$ cat src/verilog/spdif_bridge_cfg.svh
// Slot positions, preamble patterns and frame constants for the audio bridge
`ifndef SPDIF_BRIDGE_CFG_SVH
`define SPDIF_BRIDGE_CFG_SVH
`define SLOTS_PER_FRAME  7'h40
`define SLOT_VIOL        6'h3d
`define SLOT_PERR        6'h3e
`define SLOT_PRE_L_FIRST 6'h05
`define SLOT_PRE_L_LAST  6'h08
`define SLOT_PRE_R_FIRST 6'h25
`define SLOT_PRE_R_LAST  6'h28
`define SLOT_R_DATA0     6'h29
`define SLOT_SUB_END_L   6'h1f
`define SLOT_SUB_END_R   6'h3f
`define PRE_PAT_LEFT     8'he4
`define PRE_PAT_RIGHT    8'he2
`define GROUP_BITS       4'h8
`define FIFO_WORDS       16
`define SYNC_WIDTH       7
`endif

$ cat src/verilog/spdif_bridge_pkg.sv
// Types shared by the audio bridge
package spdif_bridge_pkg;
  typedef logic [5:0] slot_t;
  typedef logic [7:0] group_t;
  typedef enum logic {SRC_ANALOG, SRC_COAX} source_t;
endpackage
$ cat src/verilog/spdif_audio_format_bridge.sv
// Audio format bridge between converters, coaxial S/PDIF line and DSP serial ports
`timescale 1ns/100ps
`include "spdif_bridge_cfg.svh"

// ----------------------------------------------------------------------------
// Byte FIFO between demodulator and DSP serialiser
// ----------------------------------------------------------------------------
module bridge_fifo #(
  parameter int WIDTH = 8,
  parameter int DEPTH = `FIFO_WORDS
) (
  input  wire logic             clk_i,
  input  wire logic             rst_b_i,
  input  wire logic [WIDTH-1:0] in_data_i,
  input  wire logic             in_valid_i,
  output logic                  in_ready_o,
  output logic [WIDTH-1:0]      out_data_o,
  output logic                  out_valid_o,
  input  wire logic             out_ready_i
);
  localparam int AW = $clog2(DEPTH);
  logic [WIDTH-1:0] mem [DEPTH];
  logic [AW-1:0]    wr_ptr;
  logic [AW-1:0]    rd_ptr;
  logic [AW:0]      count;
  logic             push;
  logic             pop;

  // Handshakes are combinational, storage is flops
  assign in_ready_o  = (count != (AW+1)'(DEPTH)); // Full compare needs the extra count bit
  assign out_valid_o = (count != '0);
  assign out_data_o  = mem[rd_ptr];
  assign push        = in_valid_i && in_ready_o;
  assign pop         = out_valid_o && out_ready_i;

  // Storage write
  always_ff @(posedge clk_i) begin
    if (push) begin
      mem[wr_ptr] <= in_data_i;
    end
  end

  // Pointers and fill level
  always_ff @(posedge clk_i or negedge rst_b_i) begin
    if (!rst_b_i) begin
      wr_ptr <= '0;
      rd_ptr <= '0;
      count  <= '0;
    end else begin
      if (push) wr_ptr <= wr_ptr + 1'b1;
      if (pop)  rd_ptr <= rd_ptr + 1'b1;
      count <= count + (AW+1)'(push) - (AW+1)'(pop);
    end
  end

  chk_fifo_no_overrun: assert property (@(posedge clk_i) disable iff (!rst_b_i)
    (count == (AW+1)'(DEPTH)) |-> !in_ready_o) else $error("fifo accepts while full");
endmodule

// Notes on behaviour
// - With the converter as source its data is forwarded unchanged apart from two status bits.
// - Those status bits are the biphase violation in slot 61 and the parity error in slot 62.
// - Coax input is demodulated, gathered in 8-bit groups, bit reversed and sent to the DSP.
// - DSP output data is bit swapped in 8-bit groups and biphase modulated onto the coax output.
// - In analog output mode DSP output goes straight to the DAC and the coax output logic stays idle.
// - Right preamble cells are driven in slots 37 to 40.
// - Right audio follows LSB first from slot 41 through slot 63.
module spdif_audio_format_bridge (
  input  wire logic clk_i,
  input  wire logic rst_b_i,
  input  wire logic audio_word_clock_i,
  input  wire logic bit_clock_i,
  input  wire logic adc_data_i,
  input  wire logic coax_digital_rx_i,
  input  wire logic dsp_out_data_i,
  input  wire logic source_coax_i,
  input  wire logic analog_out_i,
  output logic      dsp_in_data_o,
  output logic      dac_data_o,
  output logic      coax_digital_tx_o
);
  logic [`SYNC_WIDTH-1:0] sync_meta;
  logic [`SYNC_WIDTH-1:0] sync;
  logic                   wclk_prev;
  logic                   bclk_prev;
  logic                   rx_prev;
  logic                   wclk_rise;
  logic                   bclk_rise;
  logic                   bclk_fall;
  logic                   rx_edge;
  spdif_bridge_pkg::slot_t  slot;
  spdif_bridge_pkg::slot_t  next_slot;
  spdif_bridge_pkg::source_t src;
  logic [1:0]             trans_cnt;
  logic                   rx_bit;
  logic                   rx_viol;
  logic                   viol_acc;
  logic                   viol_flag;
  logic                   par_acc;
  logic                   perr_acc;
  logic                   perr_flag;
  spdif_bridge_pkg::group_t rx_shift;
  logic [2:0]             rx_cnt;
  logic                   grp_valid;
  logic                   grp_ready;
  spdif_bridge_pkg::group_t fifo_data;
  logic                   fifo_valid;
  logic                   ser_take;
  spdif_bridge_pkg::group_t ser_shift;
  logic [3:0]             ser_cnt;
  spdif_bridge_pkg::group_t tx_shift;
  logic [2:0]             tx_cnt;
  spdif_bridge_pkg::group_t mod_shift;
  logic                   half;
  logic                   in_pre;
  logic                   pre_left;

  // Reverse bit order of one 8-bit group
  function automatic spdif_bridge_pkg::group_t rev8(input spdif_bridge_pkg::group_t g);
    for (int i = 0; i < 8; i++) begin
      rev8[i] = g[7-i];
    end
  endfunction

  // Pick one half cell of a preamble pattern
  function automatic logic pre_cell(input spdif_bridge_pkg::group_t pat, input logic [2:0] idx);
    return pat[idx];
  endfunction

  // ----------------------------------------------------------------------------
  // Pin synchronisers and edge detection
  // ----------------------------------------------------------------------------
  // All pins are asynchronous to clk_i; only the second stage is read
  always_ff @(posedge clk_i or negedge rst_b_i) begin
    if (!rst_b_i) begin
      sync_meta <= '0;
      sync      <= '0;
    end else begin
      sync_meta <= {analog_out_i, source_coax_i, dsp_out_data_i, coax_digital_rx_i,
                    adc_data_i, bit_clock_i, audio_word_clock_i};
      sync      <= sync_meta;
    end
  end

  always_ff @(posedge clk_i or negedge rst_b_i) begin
    if (!rst_b_i) begin
      wclk_prev <= 1'b0;
      bclk_prev <= 1'b0;
      rx_prev   <= 1'b0;
    end else begin
      wclk_prev <= sync[0];
      bclk_prev <= sync[1];
      rx_prev   <= sync[3];
    end
  end

  assign wclk_rise = sync[0] && !wclk_prev;
  assign bclk_rise = sync[1] && !bclk_prev;
  assign bclk_fall = !sync[1] && bclk_prev;
  assign rx_edge   = sync[3] ^ rx_prev;
  assign src       = sync[5] ? spdif_bridge_pkg::SRC_COAX : spdif_bridge_pkg::SRC_ANALOG;

  // ----------------------------------------------------------------------------
  // Slot counter
  // ----------------------------------------------------------------------------
  // 64 slots wrap naturally in six bits; word clock realigns every frame
  assign next_slot = wclk_rise ? '0 : slot + 1'b1;
  always_ff @(posedge clk_i or negedge rst_b_i) begin
    if (!rst_b_i) begin
      slot <= '0;
    end else if (wclk_rise || bclk_rise) begin
      slot <= next_slot;
    end
  end

  chk_slot_restart: assert property (@(posedge clk_i) disable iff (!rst_b_i)
    wclk_rise |=> slot == '0) else $error("slot count not restarted by word clock");
  chk_slot_step: assert property (@(posedge clk_i) disable iff (!rst_b_i)
    (bclk_rise && !wclk_rise) |=> slot == $past(slot) + 1'b1) else $error("slot did not advance");

  // ----------------------------------------------------------------------------
  // Biphase demodulator
  // ----------------------------------------------------------------------------
  // Two transitions in a cell mean one, one means zero, none is a violation
  assign rx_bit  = (trans_cnt >= 2'd2);
  assign rx_viol = (trans_cnt == 2'd0);
  always_ff @(posedge clk_i or negedge rst_b_i) begin
    if (!rst_b_i) begin
      trans_cnt <= '0;
    end else if (bclk_rise) begin
      trans_cnt <= {1'b0, rx_edge};
    end else if (rx_edge && trans_cnt != 2'd3) begin
      trans_cnt <= trans_cnt + 1'b1;
    end
  end

  // Status flags: gathered over a frame, presented for the whole next frame
  always_ff @(posedge clk_i or negedge rst_b_i) begin
    if (!rst_b_i) begin
      viol_acc  <= 1'b0;
      viol_flag <= 1'b0;
      par_acc   <= 1'b0;
      perr_acc  <= 1'b0;
      perr_flag <= 1'b0;
    end else if (bclk_rise) begin
      viol_acc <= (viol_acc && !wclk_rise) || rx_viol; // new event wins over frame clear
      par_acc  <= (slot == `SLOT_SUB_END_L || slot == `SLOT_SUB_END_R) ? 1'b0 : par_acc ^ rx_bit;
      perr_acc <= (perr_acc && !wclk_rise) ||
                  ((slot == `SLOT_SUB_END_L || slot == `SLOT_SUB_END_R) && (par_acc ^ rx_bit));
      if (wclk_rise) begin
        viol_flag <= viol_acc;
        perr_flag <= perr_acc;
      end
    end
  end

  // Gather received bits into groups for the FIFO
  always_ff @(posedge clk_i or negedge rst_b_i) begin
    if (!rst_b_i) begin
      rx_shift  <= '0;
      rx_cnt    <= '0;
      grp_valid <= 1'b0;
    end else begin
      if (grp_valid && grp_ready) grp_valid <= 1'b0;
      if (bclk_rise && src == spdif_bridge_pkg::SRC_COAX) begin
        rx_shift <= {rx_shift[6:0], rx_bit};
        rx_cnt   <= rx_cnt + 1'b1;
        if (rx_cnt == 3'd7) grp_valid <= 1'b1;
      end
    end
  end

  // A full FIFO holds the group back; a further group then overwrites it
  bridge_fifo #(.WIDTH(8), .DEPTH(`FIFO_WORDS)) u_fifo (
    .clk_i       (clk_i),
    .rst_b_i     (rst_b_i),
    .in_data_i   (rev8(rx_shift)),
    .in_valid_i  (grp_valid),
    .in_ready_o  (grp_ready),
    .out_data_o  (fifo_data),
    .out_valid_o (fifo_valid),
    .out_ready_i (ser_take)
  );

  // ----------------------------------------------------------------------------
  // DSP input serialiser
  // ----------------------------------------------------------------------------
  // Reversed group goes out MSB first, so the last received bit leads
  assign ser_take = bclk_rise && (ser_cnt == '0) && (src == spdif_bridge_pkg::SRC_COAX);
  always_ff @(posedge clk_i or negedge rst_b_i) begin
    if (!rst_b_i) begin
      ser_shift     <= '0;
      ser_cnt       <= '0;
      dsp_in_data_o <= 1'b0;
    end else if (bclk_rise) begin
      if (src == spdif_bridge_pkg::SRC_ANALOG) begin
        if (next_slot == `SLOT_VIOL) dsp_in_data_o <= viol_flag;
        else if (next_slot == `SLOT_PERR) dsp_in_data_o <= perr_flag;
        else dsp_in_data_o <= sync[2];
      end else if (ser_cnt != '0) begin
        dsp_in_data_o <= ser_shift[7];
        ser_shift     <= {ser_shift[6:0], 1'b0};
        ser_cnt       <= ser_cnt - 1'b1;
      end else if (fifo_valid) begin
        dsp_in_data_o <= fifo_data[7];
        ser_shift     <= {fifo_data[6:0], 1'b0};
        ser_cnt       <= `GROUP_BITS - 1'b1;
      end else begin
        dsp_in_data_o <= 1'b0;
      end
    end
  end

  chk_viol_slot: assert property (@(posedge clk_i) disable iff (!rst_b_i)
    (bclk_rise && !sync[5] && next_slot == 6'd61) |=> dsp_in_data_o == $past(viol_flag))
    else $error("violation flag missing from slot 61");
  chk_perr_slot: assert property (@(posedge clk_i) disable iff (!rst_b_i)
    (bclk_rise && !sync[5] && next_slot == 6'd62) |=> dsp_in_data_o == $past(perr_flag))
    else $error("parity flag missing from slot 62");
  chk_adc_pass: assert property (@(posedge clk_i) disable iff (!rst_b_i)
    (bclk_rise && !sync[5] && next_slot < 6'd61) |=> dsp_in_data_o == $past(sync[2]))
    else $error("converter data not forwarded");
  chk_group_push: assert property (@(posedge clk_i) disable iff (!rst_b_i)
    (bclk_rise && sync[5] && rx_cnt == 3'd7) |=> grp_valid) else $error("group not offered");

  // ----------------------------------------------------------------------------
  // Output side: bypass, bit swap and biphase modulator
  // ----------------------------------------------------------------------------
  // DAC path always follows the DSP stream in analog mode
  always_ff @(posedge clk_i or negedge rst_b_i) begin
    if (!rst_b_i) begin
      dac_data_o <= 1'b0;
    end else begin
      dac_data_o <= sync[6] ? sync[4] : 1'b0;
    end
  end

  // Swap each received group; one group of latency is the price of reversal
  always_ff @(posedge clk_i or negedge rst_b_i) begin
    if (!rst_b_i) begin
      tx_shift  <= '0;
      tx_cnt    <= '0;
      mod_shift <= '0;
    end else if (bclk_rise && !sync[6]) begin
      tx_shift <= {tx_shift[6:0], sync[4]};
      tx_cnt   <= tx_cnt + 1'b1;
      if (tx_cnt == 3'd7) mod_shift <= rev8({tx_shift[6:0], sync[4]});
      else mod_shift <= {mod_shift[6:0], 1'b0};
    end
  end

  assign pre_left = (next_slot >= `SLOT_PRE_L_FIRST) && (next_slot <= `SLOT_PRE_L_LAST);
  assign in_pre   = pre_left ||
                    ((next_slot >= `SLOT_PRE_R_FIRST) && (next_slot <= `SLOT_PRE_R_LAST));

  // Cell start always toggles; mid cell toggles for a one; preambles are fixed patterns
  always_ff @(posedge clk_i or negedge rst_b_i) begin
    if (!rst_b_i) begin
      coax_digital_tx_o <= 1'b0;
      half              <= 1'b0;
    end else if (sync[6]) begin
      coax_digital_tx_o <= 1'b0;
      half              <= 1'b0;
    end else if (bclk_rise) begin
      half <= in_pre;
      if (pre_left) coax_digital_tx_o <= pre_cell(`PRE_PAT_LEFT, 3'd7 - {next_slot[1:0] - 2'd1, 1'b0});
      else if (in_pre) coax_digital_tx_o <= pre_cell(`PRE_PAT_RIGHT, 3'd7 - {next_slot[1:0] - 2'd1, 1'b0});
      else coax_digital_tx_o <= !coax_digital_tx_o;
    end else if (bclk_fall) begin
      // Mid cell looks at the current slot; next_slot already points past it here
      if (half) coax_digital_tx_o <= pre_cell((slot <= `SLOT_PRE_L_LAST) ? `PRE_PAT_LEFT : `PRE_PAT_RIGHT,
                                              3'd6 - {slot[1:0] - 2'd1, 1'b0});
      else if (mod_shift[7]) coax_digital_tx_o <= !coax_digital_tx_o;
    end
  end

  chk_dac_bypass: assert property (@(posedge clk_i) disable iff (!rst_b_i)
    sync[6] |=> (dac_data_o == $past(sync[4])) && !coax_digital_tx_o)
    else $error("analog mode not bypassing");
  chk_data_cell: assert property (@(posedge clk_i) disable iff (!rst_b_i)
    (bclk_rise && !sync[6] && next_slot >= 6'd41) |=> coax_digital_tx_o != $past(coax_digital_tx_o))
    else $error("data cell lacks start transition");
  chk_pre_right: assert property (@(posedge clk_i) disable iff (!rst_b_i)
    (bclk_rise && !sync[6] && next_slot == 6'd37) |=> coax_digital_tx_o == 1'b1)
    else $error("right preamble missing in slot 37");
  cov_coax_group: cover property (@(posedge clk_i) disable iff (!rst_b_i) ser_take && fifo_valid);
  cov_fifo_full: cover property (@(posedge clk_i) disable iff (!rst_b_i) grp_valid && !grp_ready);
  cov_viol_seen: cover property (@(posedge clk_i) disable iff (!rst_b_i) wclk_rise && viol_acc);
endmodule

$ cat config.mk
export PLATFORM = sky130hd
export DESIGN_NAME = spdif_audio_format_bridge
export DESIGN_NICKNAME = d
export VERILOG_FILES = /design/src/verilog/spdif_bridge_pkg.sv /design/src/verilog/spdif_audio_format_bridge.sv
export VERILOG_INCLUDE_DIRS = /design/src /design/src/verilog
export SDC_FILE = /design/constraint.sdc
export NUM_CORES = 1
export LEC_CHECK = 0
export BUFFER_PORTS_ARGS = -buffer_cell sky130_fd_sc_hd__buf_2
export CAP_MARGIN = 30
export CORE_MARGIN = 3
export CORE_UTILIZATION = 26
export DETAILED_ROUTE_END_ITERATION = 10
export PLACE_DENSITY = 0.37
export SYNTH_ARGS = -nofsm -noshare
export SYNTH_HDL_FRONTEND = slang
export SYNTH_SLANG_ARGS = --single-unit
$ cat constraint.sdc
create_clock -name clk_i -period 4.49 [get_ports clk_i]
set_input_delay 0.449 -clock clk_i [delete_from_list [all_inputs] [get_ports clk_i]]
set_output_delay 0.449 -clock clk_i [all_outputs]
set_load 0.05 [all_outputs]
# After elaboration in Yosys (flattened, before gate mapping)
# Memories as Yosys holds them, arrays and structs flattened.
# Cells that the tools add are included.
# word_totals
latch_bits	0
mem_bits_rw	128
register_bits	89
output_inout_bits	3
mem_count	3
romBits	16
word_cells	134
# memory_table
name	words	width	read_ports	rd_ports_with_merged_regs	wr	line	rtl
u_fifo.mem	16	8	1	0	1	spdif_audio_format_bridge.sv:22	logic [WIDTH-1:0] mem [DEPTH];
(no name shown)	8	1	1	0	0	spdif_audio_format_bridge.sv:127	return pat[idx];
(no name shown)	8	1	1	0	0	spdif_audio_format_bridge.sv:127	
# classes
mul	0
shift	0
div	0
add_sub_neg	13
bitwise_logic	2
eq_ne	8
order_cmp	8
n_mux	35
reduce_logical	38
# ops
op	n
$mux 1	25
$mux 8	3
$eq 6x6->1 const B	3
$logic_and 1x1->1	15
$le 6x4->1 const B	2
$add 4x1->4 const B	2
$lt 3x4->1 const B	2
$mux 4	2
$reduce_bool 4->1	2
$add 3x1->3 const B	2
$add 6x1->6 const B	1
$eq 3x3->1 const B	2
$eq 6x5->1 const B	1
$ge 6x3->1 const B	1
$ge 6x6->1 const B	1
$le 6x6->1 const B	1
$logic_not 1->1	6
$mux 6	1
$reduce_bool 2->1	3
$sub 3x3->3 const A	2
$add 5x1->5	1
$logic_or 1x1->1	5
$ne 5x5->1 const B	1
$reduce_bool 5->1	1
other kinds (15)	19

# Longest topological paths before layout
# depth
word_depth	11
depth_mapped	15
ltp_nobuf	15

# Cells and area by module
# A second synthesis with hierarchy kept.
# hier_totals
hier_cells	641
hier_area_um2	9135.0
# by_module_without_submodules
module	area_per_inst_um2	cells_per_inst	instances	seq_area_each_um2
bridge_fifo	5749.3	321	1	4169.0
spdif_audio_format_bridge	3385.7	320	1	1876.8

# Worst setup path before layout
# OpenSTA, ideal clock, no wires.
# synth_path
kind	register to register
start	register ser_cnt[0]
end	register u_fifo.count[4]
stages_incl_launch_ff	16
n_path_buf	0
required_ps	4365
setup_ps	125
slack_ps	1885
arrival_time_ps	2480
path_cell_list	dfrtp_1 -> inv_1 -> ha_1 -> nor3b_2 -> nand2b_1 -> nor2_2 -> ha_1 -> inv_1 -> ha_1 -> inv_1 -> fa_1 -> inv_1 -> a21oi_1 -> nor2_1 -> nor2_1 -> xnor2_1
# synth_between
elab_chain_len	5
# synth_lines
item	line	rtl
start, declared	spdif_audio_format_bridge.sv:110	logic [3:0] ser_cnt;
start signal, assigned	spdif_audio_format_bridge.sv:263	ser_cnt <= ser_cnt - 1'b1;
start signal, assigned	spdif_audio_format_bridge.sv:267	ser_cnt <= `GROUP_BITS - 1'b1;
$logic_not 4->1	spdif_audio_format_bridge.sv:249	assign ser_take = bclk_rise && (ser_cnt == '0) && (src == spdif_bridge_pkg::SRC_COAX);
$logic_and 1x1->1 (2 in series)	spdif_audio_format_bridge.sv:249	
$logic_and 1x1->1	spdif_audio_format_bridge.sv:34	assign pop = out_valid_o && out_ready_i;
net u_fifo.pop	spdif_audio_format_bridge.sv:27	logic pop;
$sub 5x1->5	spdif_audio_format_bridge.sv:52	count <= count + (AW+1)'(push) - (AW+1)'(pop);
end signal, assigned	spdif_audio_format_bridge.sv:52	
end, declared	spdif_audio_format_bridge.sv:25	logic [AW:0] count;
# The timed path passes the listed nets, and every way through them passes these cells.
# A chain may end at the register's enable or synchronous reset.

# Final worst setup path
# Same ends and word-level chain as after synthesis.

==> run_results.csv <==
group,metric,value,unit
finish,nNetsFinal,674,
hold_path,hold_start,"audio_word_clock_i",
timing,slew_violations,0,
clock_network,cts_resized,0,
hold_path,hold_end,"sync_meta[0]$_DFF_PN0_",
route,ant_nets,0,
route,vias,5018,
clock_network,htree_levels,1,
finish,antenna_cells,0,
placement,io_buffers,11,
clock_network,clock_latency,0.53,ns
critical_path,cp-end-kind,"register",
floorplan,ioPinCount,12,
finish,final_core_util,0.3091,
floorplan,dieWidth,193.4,um
route,wl_per_cell,18.63,um
power_and_ir_drop,p_leak,0.003909,uW
finish,register_area,6047,um^2
clock_network,ctsRootBufferMaster,"clkbuf_16",
critical_path,path_max_fanout,16,
grt,grt_use_total,0.1100,
finish,areaGrowthSynthToFinish,15.24,%
floorplan,dieArea,37390,um^2
clock_network,cts.clk_slew.worst_paths,0.06,ns
finish,num-fill-cells,3471,
clock_network,cts_buffer_depth,3,
timing,tns,0,ns
timing,period_share,0.6479,
power_and_ir_drop,p_per_area,574.3,nW/um^2
synth,syn_avg_cell_area,14.87,um^2
synth,synth_edf_count,128,
synth,ys_warn_count,0,
timing,fin_crit,2.909,ns
power_and_ir_drop,ir_worst_vdd,0.0003019,V
finish,multi_input_area,2816,um^2
synth,yosys.cell_types.count,60,
critical_path,reg2reg_from,"ser_cnt[0]$_DFFE_PN0P_",
synth,synth_seq_cells,216,
timing,clock.fmax,343.8,MHz
timing,rsz0062_at_grt,"false",
synth,syn_area,9128,um^2
synth,async_flop_share,0.4074,
route,routed_via_density,4.537,
route,drtIter0Drc,253,
critical_path,r2r-end,"u_fifo.count[4]$_DFF_PN0_",
status,status,"finished clean",
critical_path,critPathLaunch,"ser_cnt[0]$_DFFE_PN0P_",
hold_path,hold_path.class,"in -> reg",
clock_network,hold_buffers,2,
synth,synth_nets,650,
finish,layout-drive-gt1-share,0.1809,
route,drcViolationCount,0,
critical_path,rrSetupSlack,1.58,ns
floorplan,core,34040,um^2
timing,hold_viol,0,
grt,grt_pass1_vias,5405,
clock_network,cts.sinks,216,
critical_path,required,4.90,ns
timing,finClkSkew,0.01670,ns
critical_path,r2r_cells,16,
timing,finalSetupViolCount,0,
critical_path,crit_type,"reg -> reg",
grt,grt_pass1_wl,32260,um
grt,grt_max_degree,50,
flow_run,cap_viol_max_count,0,
grt,antenna_found_initial,0,
placement,place.gp.congestion,0.7678,
synth,syn_inst,614,
route,drt-total-wl,20610,um
synth,yosys_most_used_dff,"edfxtp_1",
synth,ys_seq_area_frac,0.6624,
timing,relSlewSlack,0.3152,
clock_network,numCtsBuffers,26,
hold_path,holdPathStages,1,
synth,yosysTopAreaCell,"edfxtp_1",
synth,yosysMostFrequentCell,"edfxtp_1",
floorplan,start_util,0.2682,
clock_network,cts_tree,"yes",
floorplan,rows,67,
synth,synth_top_area_share,0.4211,
grt,grt_overflow,0,
critical_path,critPathLaunchType,"register",
placement,hpwlAfterDp,13620,um
clock_network,cts_setup_buffers,0,
route,drt_pass1_iterations,4,
timing,tightest_slew,1.019,ns
synth,synth_commonest_cells,"edfxtp_1 (128), dfrtp_1 (88), nor2_1 (48), mux2i_1 (34), mux2_2 (28)",
critical_path,cp_data_arrival_time,3.32,ns
floorplan,die_y,193.4,um
synth,synthTopCellsByArea,"edfxtp_1 (42%), dfrtp_1 (24%), mux2i_1 (3.7%)",
worst max-delay path by stage:
stage / end / slack, ns / cells past startpoint
after global placement: u_fifo.mem[3][7]$_DFFE_PP_ / 1.52 / 6
after CTS: u_fifo.mem[0][6]$_DFFE_PP_ / 1.53 / 6
after floorplan: u_fifo.count[4]$_DFF_PN0_ / 1.89 / 15
after detailed placement: u_fifo.count[4]$_DFF_PN0_ / 1.54 / 16
final: u_fifo.count[4]$_DFF_PN0_ / 1.58 / 16
after global routing: u_fifo.count[4]$_DFF_PN0_ / 1.30 / 15
metrics by stage:
step	instances	setup WS (ns)	hold WS [ns]	instance area, um^2	power, uW
2_1_floorplan	614	1.885	0.1534	9128	3622
3_3_place_gp	1053	1.523	0.3332	9632	3991
3_5_place_dp	1056	1.542	0.3347	9647	4045
4_1_cts	1106	1.531	0.006612	10520	6166
5_1_grt	1106	1.303	0.007633	10520	6389
6_report	1106	1.581	0.03720	10520	6041
final cells by class:
| cell class | instances | area share |
|---|---|---|
| clock buffers | 31 | 0.06566 |
| clock inverters | 17 | 0.01534 |
| inverters | 22 | 0.007851 |
| multi-input cells | 347 | 0.2678 |
| flip-flops and latches | 216 | 0.5749 |
| well taps | 448 | 0.05329 |
| repair buffers | 25 | 0.01523 |
worst max-delay path: stages (launching register included):
cell,delay (ns)
dfrtp_1,0.41
inv_1,0.11
ha_1,0.14
nor3b_2,0.14
buf_4,0.22
nand2b_1,0.12
nor2_2,0.29
ha_1,0.29
inv_1,0.05
ha_1,0.16
inv_1,0.07
fa_1,0.40
inv_1,0.07
a21oi_1,0.05
nor2_1,0.09
nor2_1,0.06
xnor2_1,0.12
report_power, final:
part	internal, uW	total, uW	switching [uW]
combinational	539	1070	535
clock	1270	2080	815
sequential	2480	2890	402
total	4290	6040	1750
sequential cells by signal, summed over array words and instances (netlist names), 2 cells and up:
signal         count
rx_cnt             3
tx_shift           7
sync_meta          7
u_fifo.rd_ptr      4
trans_cnt          2
slot               6
rx_shift           8
u_fifo.mem       128
mod_shift          8
ser_cnt            4
ser_shift          7
sync               7
tx_cnt             3
u_fifo.count       5
u_fifo.wr_ptr      4
layer usage:
layer  track usage  routed length (um)
met1        0.1444                9407
met5             0                   0
met3       0.01896                 640
met2        0.1896               10080
met4       0.02759                 475
kinds of logic after synthesis:
kind of cell    count (synthesis)  share of synthesized area
simple gates                  130                    0.07087
xor+xnor                       21                    0.02097
buf+inv                        51                    0.02906
mux                            78                     0.1121
flops                         216                     0.6624
compound gates                 91                    0.06676
fa+ha+maj                      27                    0.03783
cell usage in the layout, fill, tap and decap left out, types with 23 or more instances in the layout:
cell type	netlist	layout
edfxtp_1	128	128
dfrtp_1	88	87
nor2_1	48	48
mux2i_1	34	34
mux2_2	28	28
clkbuf_16	0	27
nand2_1	26	26
ha_1	26	26
o21ai_0	23	23
Note: power is estimated with default switching activity, not from simulation.
